--- config.mk ---
export PLATFORM = sky130hd
export DESIGN_NAME = dcw_top
export DESIGN_NICKNAME = d
export VERILOG_FILES = /design/src/rtl/dcw_pkg.sv /design/src/rtl/dcw_tick.sv /design/src/rtl/dcw_cnt.sv /design/src/rtl/dcw_top.sv
export SDC_FILE = /design/constraint.sdc
export NUM_CORES = 1
export LEC_CHECK = 0
export BUFFER_PORTS_ARGS = -buffer_cell sky130_fd_sc_hd__buf_2
export CORE_AREA = 2 2 165 150
export DETAILED_ROUTE_END_ITERATION = 12
export DIE_AREA = 0 0 167 152
export GPL_ROUTABILITY_DRIVEN = 1
export HOLD_SLACK_MARGIN = 0.05
export PLACE_DENSITY = 0.76
export SLEW_MARGIN = 20
export SYNTH_ARGS = -nofsm -noshare
export SYNTH_HDL_FRONTEND = slang
export SYNTH_SLANG_ARGS = --single-unit
--- constraint.sdc ---
create_clock -name pclk -period 4.85 [get_ports pclk]
set_input_delay 0.7275 -clock pclk [delete_from_list [all_inputs] [get_ports pclk]]
set_output_delay 0.7275 -clock pclk [all_outputs]
set_load 0.01 [all_outputs]
--- src/rtl/dcw_pkg.sv ---
package dcw_pkg;

   // Clocking and timer rates
   localparam int unsigned CLK_HZ = 100_000_000;
   localparam int unsigned TIMER_HZ = 32_768;
   localparam logic [31:0] TICK_INC =
      32'((64'(TIMER_HZ) << 32) / 64'(CLK_HZ));
   localparam int unsigned PERIOD_SHIFT = 2;
   localparam int unsigned CNT_W = 40;

   // Battery threshold scale in mV
   localparam logic [11:0] BATT_BASE_MV = 12'd1500;
   localparam logic [11:0] BATT_STEP_MV = 12'd50;

   // Register byte offsets
   localparam logic [7:0] REG_CONFIG = 8'h00;
   localparam logic [7:0] REG_PERIOD = 8'h04;
   localparam logic [7:0] REG_WINDOW = 8'h08;
   localparam logic [7:0] REG_THRESH = 8'h0c;
   localparam logic [7:0] REG_STATUS = 8'h10;
   localparam logic [7:0] REG_MASK = 8'h14;
   localparam logic [7:0] REG_STATE = 8'h18;

   // Field positions
   localparam int unsigned CFG_W = 6;
   localparam int unsigned PER_EXP_LSB = 16;
   localparam int unsigned ST_WUT = 0;
   localparam int unsigned ST_TX = 1;
   localparam int unsigned ST_LBAT = 2;
   localparam int unsigned ST_RXPKT = 3;
   localparam int unsigned ST_RXTO = 4;
   localparam int unsigned ST_W = 5;

   // Reset values
   localparam logic [5:0] RST_CONFIG = 6'h00;
   localparam logic [15:0] RST_MANT = 16'h0001;
   localparam logic [3:0] RST_EXP = 4'h0;
   localparam logic [7:0] RST_WIN = 8'h01;
   localparam logic [4:0] RST_THRESH = 5'h00;
   localparam logic [4:0] RST_MASK = 5'h00;

   typedef enum logic [1:0] {DCW_OFF, DCW_WAIT, DCW_RX, DCW_TX} dcw_state_e;

   typedef struct packed {
      logic idle_sleep;
      logic bat_gpio;
      logic bat_en;
      logic tx_mode;
      logic rx_mode;
      logic wut_en;
   } dcw_cfg_s;

   typedef struct packed {
      logic preamble;
      logic sync;
      logic pkt_valid;
      logic rx_err;
      logic tx_done;
   } dcw_radio_s;

   // Timer ticks for count x 4 x 2^exp
   function automatic logic [CNT_W-1:0] period_ticks(
      input logic [15:0] count, input logic [3:0] expo);
      logic [CNT_W-1:0] t;
      t = CNT_W'(count) << (5'(expo) + 5'(PERIOD_SHIFT));
      if (t == '0) begin
         t = CNT_W'(1);
      end
      return t;
   endfunction : period_ticks

   function automatic logic [11:0] thresh_mv(input logic [4:0] code);
      return BATT_BASE_MV + 12'(BATT_STEP_MV * 12'(code));
   endfunction : thresh_mv

endpackage : dcw_pkg

--- src/rtl/dcw_tick.sv ---
`timescale 1ns/10ps
module dcw_tick import dcw_pkg::*; (
   // Clock and reset
   input logic pclk,
   input logic presetn,
   // Timer tick
   output logic tick
);
   typedef struct packed {
      logic [31:0] acc;
      logic tick;
   } dcw_tick_s;

   dcw_tick_s s_r;
   dcw_tick_s s_nxt;

   // Phase accumulator gives a 32.768 kHz tick on average
   always_comb begin
      logic [32:0] sum;
      sum = 33'(s_r.acc) + 33'(TICK_INC);
      s_nxt.acc = sum[31:0];
      s_nxt.tick = sum[32];
   end

   always_ff @(posedge pclk or negedge presetn) begin
      if (!presetn) begin
         s_r <= '0;
      end else begin
         s_r <= s_nxt;
      end
   end

   assign tick = s_r.tick;
endmodule : dcw_tick

--- src/rtl/dcw_cnt.sv ---
`timescale 1ns/10ps
module dcw_cnt import dcw_pkg::*; (
   // Clock and reset
   input logic pclk,
   input logic presetn,
   // Control
   input logic tick,
   input logic run,
   input logic load,
   input logic [CNT_W-1:0] load_val,
   // Expiry pulse
   output logic done
);
   typedef struct packed {
      logic [CNT_W-1:0] cnt;
      logic done;
   } dcw_cnt_s;

   dcw_cnt_s s_r;
   dcw_cnt_s s_nxt;

   always_comb begin
      s_nxt = s_r;
      s_nxt.done = 1'b0;
      if (load) begin
         s_nxt.cnt = load_val;
      end else if (run && tick && s_r.cnt != '0) begin
         s_nxt.cnt = s_r.cnt - CNT_W'(1);
         s_nxt.done = (s_r.cnt == CNT_W'(1));
      end
   end

   always_ff @(posedge pclk or negedge presetn) begin
      if (!presetn) begin
         s_r <= '0;
      end else begin
         s_r <= s_nxt;
      end
   end

   assign done = s_r.done;
endmodule : dcw_cnt

--- src/rtl/dcw_top.sv ---
// Contract
// - Window length is count times 4*2^exp ticks
// - Receive mode: receiver on for one window
// - No preamble, sync or packet: back idle
// - Preamble or sync detect extends the window
// - No packet after two windows: back idle
// - Transmit mode: send buffered packet each wake
// - Transmit done drives interrupt if enabled
// - After transmit return idle until next wake
// - Battery checks only while timer enabled
// - Each expiry compares battery with threshold
// - Threshold 1.5 V to 3.05 V, 50 mV steps
// - Low battery goes to interrupt or GPIO
// - Wake period is mantissa times 4*2^exp ticks
// - Expiry raises interrupt if chip-enabled
`timescale 1ns/10ps
module dcw_top import dcw_pkg::*; (
   // Clock and reset
   input logic pclk,
   input logic presetn,
   // APB slave
   input logic psel,
   input logic penable,
   input logic pwrite,
   input logic [31:0] paddr,
   input logic [31:0] pwdata,
   output logic pready,
   output logic [31:0] prdata,
   output logic pslverr,
   // Radio events and battery measurement
   input dcw_radio_s radio_ev,
   input logic [11:0] batt_mv,
   // Radio control
   output logic rx_on,
   output logic tx_on,
   output logic radio_sleep,
   // Host notification
   output logic host_interrupt_line_n,
   output logic lowbatt_gpio
);
   typedef struct packed {
      dcw_radio_s ev_m;
      dcw_radio_s ev_s;
      logic [11:0] bat_m;
      logic [11:0] bat_s;
      dcw_cfg_s cfg;
      logic [15:0] mant;
      logic [3:0] expo;
      logic [7:0] win;
      logic [4:0] thresh;
      logic [4:0] status;
      logic [4:0] mask;
      dcw_state_e st;
      logic ext;
      logic second;
      logic per_run;
      logic rx_on;
      logic tx_on;
      logic sleep;
      logic irq_n;
      logic gpio;
      logic pready;
      logic pslverr;
      logic [31:0] prdata;
   } dcw_main_s;

   localparam dcw_main_s MAIN_RST = '{
      ev_m: '0, ev_s: '0, bat_m: '0, bat_s: '0,
      cfg: dcw_cfg_s'(RST_CONFIG), mant: RST_MANT, expo: RST_EXP,
      win: RST_WIN, thresh: RST_THRESH, status: '0, mask: RST_MASK,
      st: DCW_OFF, ext: 1'b0, second: 1'b0, per_run: 1'b0,
      rx_on: 1'b0, tx_on: 1'b0, sleep: 1'b0, irq_n: 1'b1,
      gpio: 1'b0, pready: 1'b0, pslverr: 1'b0, prdata: '0};

   dcw_main_s s_r;
   dcw_main_s s_nxt;
   logic tick;
   logic per_done;
   logic win_done;
   logic per_load;
   logic win_load;
   logic wake;
   logic bat_low;
   logic [4:0] set_ev;

   dcw_tick u_tick (
      .pclk(pclk),
      .presetn(presetn),
      .tick(tick)
   );

   // Wake period counter, reloaded at every expiry while the timer is enabled
   dcw_cnt u_period (
      .pclk(pclk),
      .presetn(presetn),
      .tick(tick),
      .run(s_r.cfg.wut_en),
      .load(per_load),
      .load_val(period_ticks(s_r.mant, s_r.expo)),
      .done(per_done)
   );

   // Receive window counter
   dcw_cnt u_window (
      .pclk(pclk),
      .presetn(presetn),
      .tick(tick),
      .run(s_r.st == DCW_RX),
      .load(win_load),
      .load_val(period_ticks({8'h00, s_r.win}, s_r.expo)),
      .done(win_done)
   );

   assign per_load = s_r.cfg.wut_en & (~s_r.per_run | per_done);
   assign wake = per_done;
   assign bat_low = s_r.bat_s < thresh_mv(s_r.thresh);

   always_comb begin
      s_nxt = s_r;
      set_ev = '0;
      win_load = 1'b0;
      s_nxt.ev_m = radio_ev;
      s_nxt.ev_s = s_r.ev_m;
      s_nxt.bat_m = batt_mv;
      s_nxt.bat_s = s_r.bat_m;
      s_nxt.per_run = s_r.cfg.wut_en;

      // Expiry events; an expiry can still land in the cycle after the timer is turned off
      if (wake) begin
         set_ev[ST_WUT] = 1'b1;
         if (s_r.cfg.bat_en && s_r.cfg.wut_en) begin
            if (s_r.cfg.bat_gpio) begin
               s_nxt.gpio = bat_low;
            end else begin
               set_ev[ST_LBAT] = bat_low;
            end
         end
      end

      case (s_r.st)
         DCW_OFF: begin
            if (s_r.cfg.wut_en) begin
               s_nxt.st = DCW_WAIT;
            end
         end
         DCW_WAIT: begin
            if (!s_r.cfg.wut_en) begin
               s_nxt.st = DCW_OFF;
            end else if (wake && s_r.cfg.tx_mode) begin
               s_nxt.st = DCW_TX;
               s_nxt.tx_on = 1'b1;
            end else if (wake && s_r.cfg.rx_mode) begin
               s_nxt.st = DCW_RX;
               s_nxt.rx_on = 1'b1;
               s_nxt.ext = 1'b0;
               s_nxt.second = 1'b0;
               win_load = 1'b1;
            end
         end
         DCW_RX: begin
            if (s_r.ev_s.pkt_valid) begin
               set_ev[ST_RXPKT] = 1'b1;
               s_nxt.rx_on = 1'b0;
               s_nxt.st = DCW_WAIT;
            end else begin
               if (s_r.ev_s.rx_err) begin
                  s_nxt.ext = 1'b0;
               end else if (s_r.ev_s.preamble || s_r.ev_s.sync) begin
                  s_nxt.ext = 1'b1;
               end
               if (win_done) begin
                  if (s_r.ext && !s_r.second) begin
                     s_nxt.second = 1'b1;
                     win_load = 1'b1;
                  end else begin
                     set_ev[ST_RXTO] = s_r.second;
                     s_nxt.rx_on = 1'b0;
                     s_nxt.st = DCW_WAIT;
                  end
               end
            end
         end
         DCW_TX: begin
            if (s_r.ev_s.tx_done) begin
               set_ev[ST_TX] = 1'b1;
               s_nxt.tx_on = 1'b0;
               s_nxt.st = DCW_WAIT;
            end
         end
         default: begin
            s_nxt.st = DCW_OFF;
         end
      endcase

      // APB: pready rises one cycle after setup
      s_nxt.pready = psel & ~penable;
      if (psel && !penable) begin
         s_nxt.pslverr = 1'b0;
         s_nxt.prdata = '0;
         if (paddr[7:0] == REG_CONFIG) begin
            s_nxt.prdata = 32'(s_r.cfg);
         end else if (paddr[7:0] == REG_PERIOD) begin
            s_nxt.prdata = {12'h000, s_r.expo, s_r.mant};
         end else if (paddr[7:0] == REG_WINDOW) begin
            s_nxt.prdata = 32'(s_r.win);
         end else if (paddr[7:0] == REG_THRESH) begin
            s_nxt.prdata = 32'(s_r.thresh);
         end else if (paddr[7:0] == REG_STATUS) begin
            s_nxt.prdata = 32'(s_r.status);
         end else if (paddr[7:0] == REG_MASK) begin
            s_nxt.prdata = 32'(s_r.mask);
         end else if (paddr[7:0] == REG_STATE) begin
            s_nxt.prdata = {27'h0000000, s_r.gpio, s_r.second, s_r.ext,
                            s_r.st};
         end else begin
            s_nxt.pslverr = 1'b1;
         end
         if (paddr[31:8] != 24'h000000) begin
            s_nxt.pslverr = 1'b1;
            s_nxt.prdata = '0;
         end
      end

      // Sticky status: hardware set wins over a write-one clear
      s_nxt.status = s_r.status | set_ev;
      if (psel && penable && s_r.pready && pwrite && !s_r.pslverr) begin
         if (paddr[7:0] == REG_CONFIG) begin
            s_nxt.cfg = dcw_cfg_s'(pwdata[CFG_W-1:0]);
         end else if (paddr[7:0] == REG_PERIOD) begin
            s_nxt.mant = pwdata[15:0];
            s_nxt.expo = pwdata[PER_EXP_LSB +: 4];
         end else if (paddr[7:0] == REG_WINDOW) begin
            s_nxt.win = pwdata[7:0];
         end else if (paddr[7:0] == REG_THRESH) begin
            s_nxt.thresh = pwdata[4:0];
         end else if (paddr[7:0] == REG_STATUS) begin
            s_nxt.status = (s_r.status & ~pwdata[ST_W-1:0]) | set_ev;
         end else if (paddr[7:0] == REG_MASK) begin
            s_nxt.mask = pwdata[ST_W-1:0];
         end
      end

      s_nxt.irq_n = ~|(s_nxt.status & s_nxt.mask);
      s_nxt.sleep = s_nxt.cfg.idle_sleep & ~s_nxt.rx_on & ~s_nxt.tx_on;
   end

   always_ff @(posedge pclk or negedge presetn) begin
      if (!presetn) begin
         s_r <= MAIN_RST;
      end else begin
         s_r <= s_nxt;
      end
   end

   assign pready = s_r.pready;
   assign prdata = s_r.prdata;
   assign pslverr = s_r.pslverr;
   assign rx_on = s_r.rx_on;
   assign tx_on = s_r.tx_on;
   assign radio_sleep = s_r.sleep;
   assign host_interrupt_line_n = s_r.irq_n;
   assign lowbatt_gpio = s_r.gpio;
endmodule : dcw_top

**Word level (Yosys, flattened, before mapping)**

Index checks and enable logic that the tools add are counted.

- Logic and storage cells: 208
- Output and inout port bits: 39
- Bits of input ports: 86
- Bits in registers: 242

- Order comparisons: 1
- Bitwise gates (word level): 17
- Mux-type cells: 80
- Eq/ne operators: 23
- Shift operators: 2
- Reductions and logical operators: 37
- Add/sub/neg operators: 5
- $mul: 1

Operators by type and width:

| operator | number |
|---|---|
| $mux 40 | 4 |
| $mux 41 | 2 |
| $eq 40x1->1 const B | 2 |
| $logic_not 40->1 | 2 |
| $reduce_bool 40->1 | 2 |
| $sub 40x1->40 const B | 2 |
| $mux 20 | 3 |
| $mux 49 | 1 |
| $mux 43 | 1 |
| $mux 5 | 8 |
| $shl 16x5->40 | 1 |
| $shl 8x5->40 | 1 |
| $mux 1 | 36 |
| $add 32x21->33 const B | 1 |
| $mux 33 | 1 |
| $eq 8x5->1 const B | 3 |
| $mux 2 | 12 |
| $reduce_bool 24->1 | 1 |
| $mux 23 | 1 |
| $eq 8x4->1 const B | 2 |
| $mux 8 | 2 |
| $ne 2x2->1 const B | 8 |
| $mux 15 | 1 |
| $logic_and 1x1->1 | 13 |
| other kinds (33) | 56 |

**Depth between registers and ports, before layout**

- Depth after elaboration: 16
- Mapped depth: 18
- Depth with buffers taken out: 18

**By module**

Synthesis repeated with hierarchy kept, for this count alone.

- Cells, all modules: 1542
- Area, all modules: 14387.5 µm²

Modules (own cells, without submodules):

| module | cells an instance | times used | area each (µm²) | sequential area each (µm²) |
|---|---|---|---|---|
| dcw_top | 789 | 1 | 7599.8 | 2831.5 |
| dcw_cnt | 316 | 2 | 2681.3 | 1026.0 |
| dcw_tick | 121 | 1 | 1425.1 | 800.8 |

**Worst setup path after synthesis**

No wires, ideal clock.

- Path type: register -> register
- Start: reg s_r[55] (netlist bit)
- End: reg s_r, in the netlist lowbatt_gpio
- Period minus slack after synthesis: 3.580 ns
- Arrival time: 3.498 ns
- Setup slack: 1.270 ns
- Setup time: 0.083 ns
- Required time: 4.767 ns
- Path buffers: 0
- Cell stages (with the launch flop): 19
- Cells stage by stage: dfrtp_1 inv_1 ha_1 ha_1 inv_1 fa_1 inv_1 a21o_1 a21oi_1 xnor2_1 o21ai_0 xnor2_1 ha_1 nand3_1 a21oi_1 o31a_1 a2111oi_0 o21ai_0 o21ai_0

- Longest elaborated chain between the ends: 3

Ends and longest elaborated chain:

| element | RTL line | source |
|---|---|---|
| from (decl) | dcw_top.sv:75 | `dcw_main_s s_r;` |
| from (signal assigned) | dcw_top.sv:251 | `s_r <= s_nxt;` |
| $mul 5x5->10 | dcw_pkg.sv:73 | `return BATT_BASE_MV + 12'(BATT_STEP_MV * 12'(code));` |
| $add 11x11->12 | dcw_pkg.sv:73 |  |
| $lt 12x12->1 | dcw_top.sv:116 | `assign bat_low = s_r.bat_s < thresh_mv(s_r.thresh);` |

Every way passes these cells.
A chain may end at the register's enable or synchronous reset.

==> results.json <==
{
  "outcome": "finished, final reports clean",
  "pwr-share-comb_pct": 5.3,
  "gp_congestion": 0.9309,
  "grt_max_degree": 128,
  "nets": 1588,
  "grt_usage_pct": 27.07,
  "synth_fa_ha_area_share_pct": 3.538,
  "wirelength_microns": 34580,
  "core_area_sq_mm": 0.02385,
  "nFillCells": 1908,
  "path_cells": "inv_1 > ha_1 > ha_1 > ha_1 > a21o_1 > a21oi_1 > xnor2_1 > nor3b_1 > nor2b_1 > nor2_1 > ha_1 > nand3_1 > a21oi_1 > o31a_1 > a2111oi_0 > o21ai_0 > o21ai_0",
  "synth_compound_area_share_pct": 14.90,
  "dieHeight_microns": 152,
  "ff_latch_area_sq_mm": 0.005687,
  "drv_slew": 0,
  "final_cell_mix": "222 x dfrtp_1, 106 x nand2_1, 98 x buf_2",
  "io_pins": 125,
  "die-area_sq_mm": 0.02538,
  "power_switching_mw": 0.9386,
  "slowest_delay_ns": 0.54,
  "viasPerCell": 6.345,
  "ys.flop_type": "dfrtp_1",
  "critPathSlowestCell": "a2111oi_0",
  "crit_family": "compound AO/OA/AOI/OAI gates",
  "start_kind": "flop",
  "tightest_slew_ns": 1.033,
  "path_depth": 17,
  "vias": 11339,
  "yosys_register_bits": 227,
  "rrSetupSlack_ns": 0.64,
  "arrival_ns": 4.65,
  "relSlewSlack_pct": 31.15,
  "synth.avg_cell_area_sq_um": 9.869,
  "path_max_fanout": 7,
  "yosys.cell_types.count": 86,
  "die_w_microns": 167,
  "post-dp-hpwl_microns": 24140,
  "netSwitchingFraction_pct": 22.09,
  "synth-xor-area-share_pct": 6.808,
  "finalNonFillerCells": 1787,
  "area.growth.synth_to_final_pct": 10.03,
  "synth-seq-area-share_pct": 40.59,
  "end_kind": "flop",
  "clk_latency_ns": 0.53,
  "synthSimpleGateAreaFrac_pct": 16.90,
  "cp.required_ns": 5.30,
  "r2r_start": "s_r[55]$_DFFE_PN0P_",
  "holdBufCountCts": 0,
  "tns_ns": 0,
  "synthCells": 1419,
  "place_ws_ns": 0.7337,
  "hold_path_class": "in -> async",
  "cp_num_buf_inv": 1,
  "drtIter0Drc": 1075,
  "initial_utilization_pct": 58.71,
  "fmax_mhz": 237.6,
  "cts_inserted_buffers": 24,
  "synth_warnings": 0,
  "vdd_drop_max_uv": 309.7,
  "multi_input_area_sq_mm": 0.007662,
  "period_minus_slack_ns": 4.208,
  "maxCapViolCount": 0,
  "cts_tree": "yes",
  "finalCritPeriodShare_pct": 86.76,
  "clockBufferDepth": 3,
  "post-route-util_pct": 64.60,
  "worst_slack_ns": 0.6420,
  "post_drt_wl_per_cell_microns": 19.35,
  "worstReg2RegEnd": "s_r[51]$_DFF_PN0_",
  "drc_errors": 0,
  "post-cts-setup-buffer-count": 0,
  "hold_viol": 0,
  "p_leak_nw": 6.814,
  "r2r_cells": 17,
  "grt_pass1_wl_microns": 57160,
  "final-setup-viol-count": 0,
  "crit_end": "s_r[51]$_DFF_PN0_",
  "cts_sinks": 227,
  "internal_power_mw": 3.310,
  "overflow": 0,
  "clock-root-buffer": "clkbuf_16",
  "firstDrtPassIters": 8,
  "drive_gt1_share_pct": 17.92,
  "final_common_cell": "dfrtp_1",
  "antennaDiodeCount": 0,
  "synth_edf_count": 0,
  "first_global_vias": 10990,
  "synth_top_family_by_area": "simple AND/OR/NAND/NOR gates",
  "synth_mux_area_share_pct": 12.03,
  "critical_path.startpoint": "s_r[55]$_DFFE_PN0P_",
  "clk_pin_slew_worst_paths_ns": 0.06,
  "post_cts_resized": 0,
  "antenna_found_initial": 0,
  "post_synth_instance_area_sq_mm": 0.01400,
  "rows": 54,
  "rsz0062_at_grt": "no",
  "skew_ns": 0.01354,
  "async_flop_share_pct": 100.0,
  "portBuffers": 99,
  "crit_type": "reg -> reg",
  "p_seq_share_pct": 45.6,
  "power_density_mw_per_mm2": 275.7,
  "cp_common_cell": "ha_1",
  "clkPwrFrac_pct": 49.0,
  "ant_nets": 0,
  "htree_levels": 1,
  "dp.cells": 1745
}
==> routing by layer <==
layer / vias up / GRT usage, % / part of all wire, %
met2: 473 / 42.60 / 46
met1: 5510 / 39.08 / 44
met3: 95 / 3.517 / 7.0
met4: 0 / 8.908 / 3.2
met5: - / 0 / 0
li1: 5261 / - / -
==> area by class of cell <==
type	count	area share, %
inverter	40	0.9745
clock buffer	30	4.174
multi-input combinational	1056	49.73
clock inverter	12	1.616
tap	308	2.501
timing repair buffer	114	4.093
sequential	227	36.91
==> flip-flops by register name, summed over array words and instances, names as in the netlist <==
register / flops
rx_on: 1
u_period.done: 1
host_interrupt_line_n: 1
s_nxt: 17
radio_sleep: 1
tx_on: 1
lowbatt_gpio: 1
u_period.s_r: 40
s_r: 69
u_window.done: 1
u_tick.s_r: 31
u_window.s_r: 40
pready: 1
prdata: 20
pslverr: 1
u_tick.tick: 1
==> power by group through the flow <==
stage               Sequential, mW  Clock (mW)  Combinational (mW)
floorplan                     1.96           0               0.132
global placement              1.97           0               0.219
detailed placement            1.97           0               0.227
CTS                           1.94        2.11               0.229
global route                  1.94        2.19               0.260
finish                        1.94        2.08               0.227
==> cells in the mapped netlist, types with 14 or more instances <==
| library cell | instances | area share (%) |
|---|---|---|
| nand2_1 | 106 | 2.8 |
| nand3b_1 | 20 | 1.1 |
| and2_1 | 16 | 0.71 |
| a31oi_1 | 14 | 0.63 |
| mux4_2 | 23 | 3.7 |
| nand4_1 | 14 | 0.63 |
| a21oi_1 | 85 | 3.0 |
| xnor2_1 | 41 | 2.6 |
| o21ai_0 | 67 | 2.4 |
| ha_1 | 38 | 3.4 |
| nor2b_1 | 19 | 0.85 |
| buf_4 | 38 | 2.0 |
| a21o_1 | 14 | 0.75 |
| nor4_1 | 20 | 0.89 |
| clkbuf_1 | 51 | 1.4 |
| inv_1 | 36 | 0.96 |
| nor2_1 | 76 | 2.0 |
| nor3_1 | 33 | 1.2 |
| dfrtp_1 | 224 | 40 |
| xor2_1 | 66 | 4.1 |
| mux2_2 | 60 | 4.8 |
| a22o_1 | 20 | 1.3 |
| a211oi_1 | 14 | 0.75 |
| nand3_1 | 55 | 2.0 |
| nand2b_1 | 14 | 0.63 |
| mux2i_1 | 49 | 3.5 |
| o22ai_1 | 26 | 1.2 |
==> worst min-delay path by stage <==
stage | from | to | cells after the start
6_report | presetn | prdata[6]$_DFFE_PN0P_ | 1
2_1_floorplan | s_nxt[100]$_DFF_PN0_ | s_r[100]$_DFF_PN0_ | 0
3_5_place_dp | s_nxt[100]$_DFF_PN0_ | s_r[100]$_DFF_PN0_ | 0
5_1_grt | batt_mv[1] | s_nxt[94]$_DFF_PN0_ | 1
3_3_place_gp | s_nxt[98]$_DFF_PN0_ | s_r[98]$_DFF_PN0_ | 0
4_1_cts | batt_mv[10] | s_nxt[103]$_DFF_PN0_ | 1
==> kinds of logic (layout without fill, tap and decap cells) <==
kind of cell    Yosys count  in the layout
mux                     132            132
simple gates            441            441
fa+ha+maj                39             39
other cells               1             12
buf+inv                 147            196
flops                   227            227
compound gates          324            324
xor+xnor                108            108
==> worst reg2reg max path, delay by kind of cell (launching register included) <==
kind	cells	cell delay, ns
AOI/OAI and AO/OA	7	1.49
adders and majority gates	4	1.20
and+or+nand+nor	4	0.72
DFF	1	0.49
xor gates and xnor gates	1	0.15
buffers and inverters	1	0.10
==> per-stage QoR <==
step	instance area (sq um)	power, mW	hold WS [ns]
2_1_floorplan	14040	2.097	0.3312
3_3_place_gp	14500	2.190	0.3314
3_5_place_dp	14500	2.199	0.3347
4_1_cts	15400	4.280	0.2870
5_1_grt	15410	4.388	0.2847
6_report	15410	4.248	0.2509
Power figures use the tool's default switching activity.
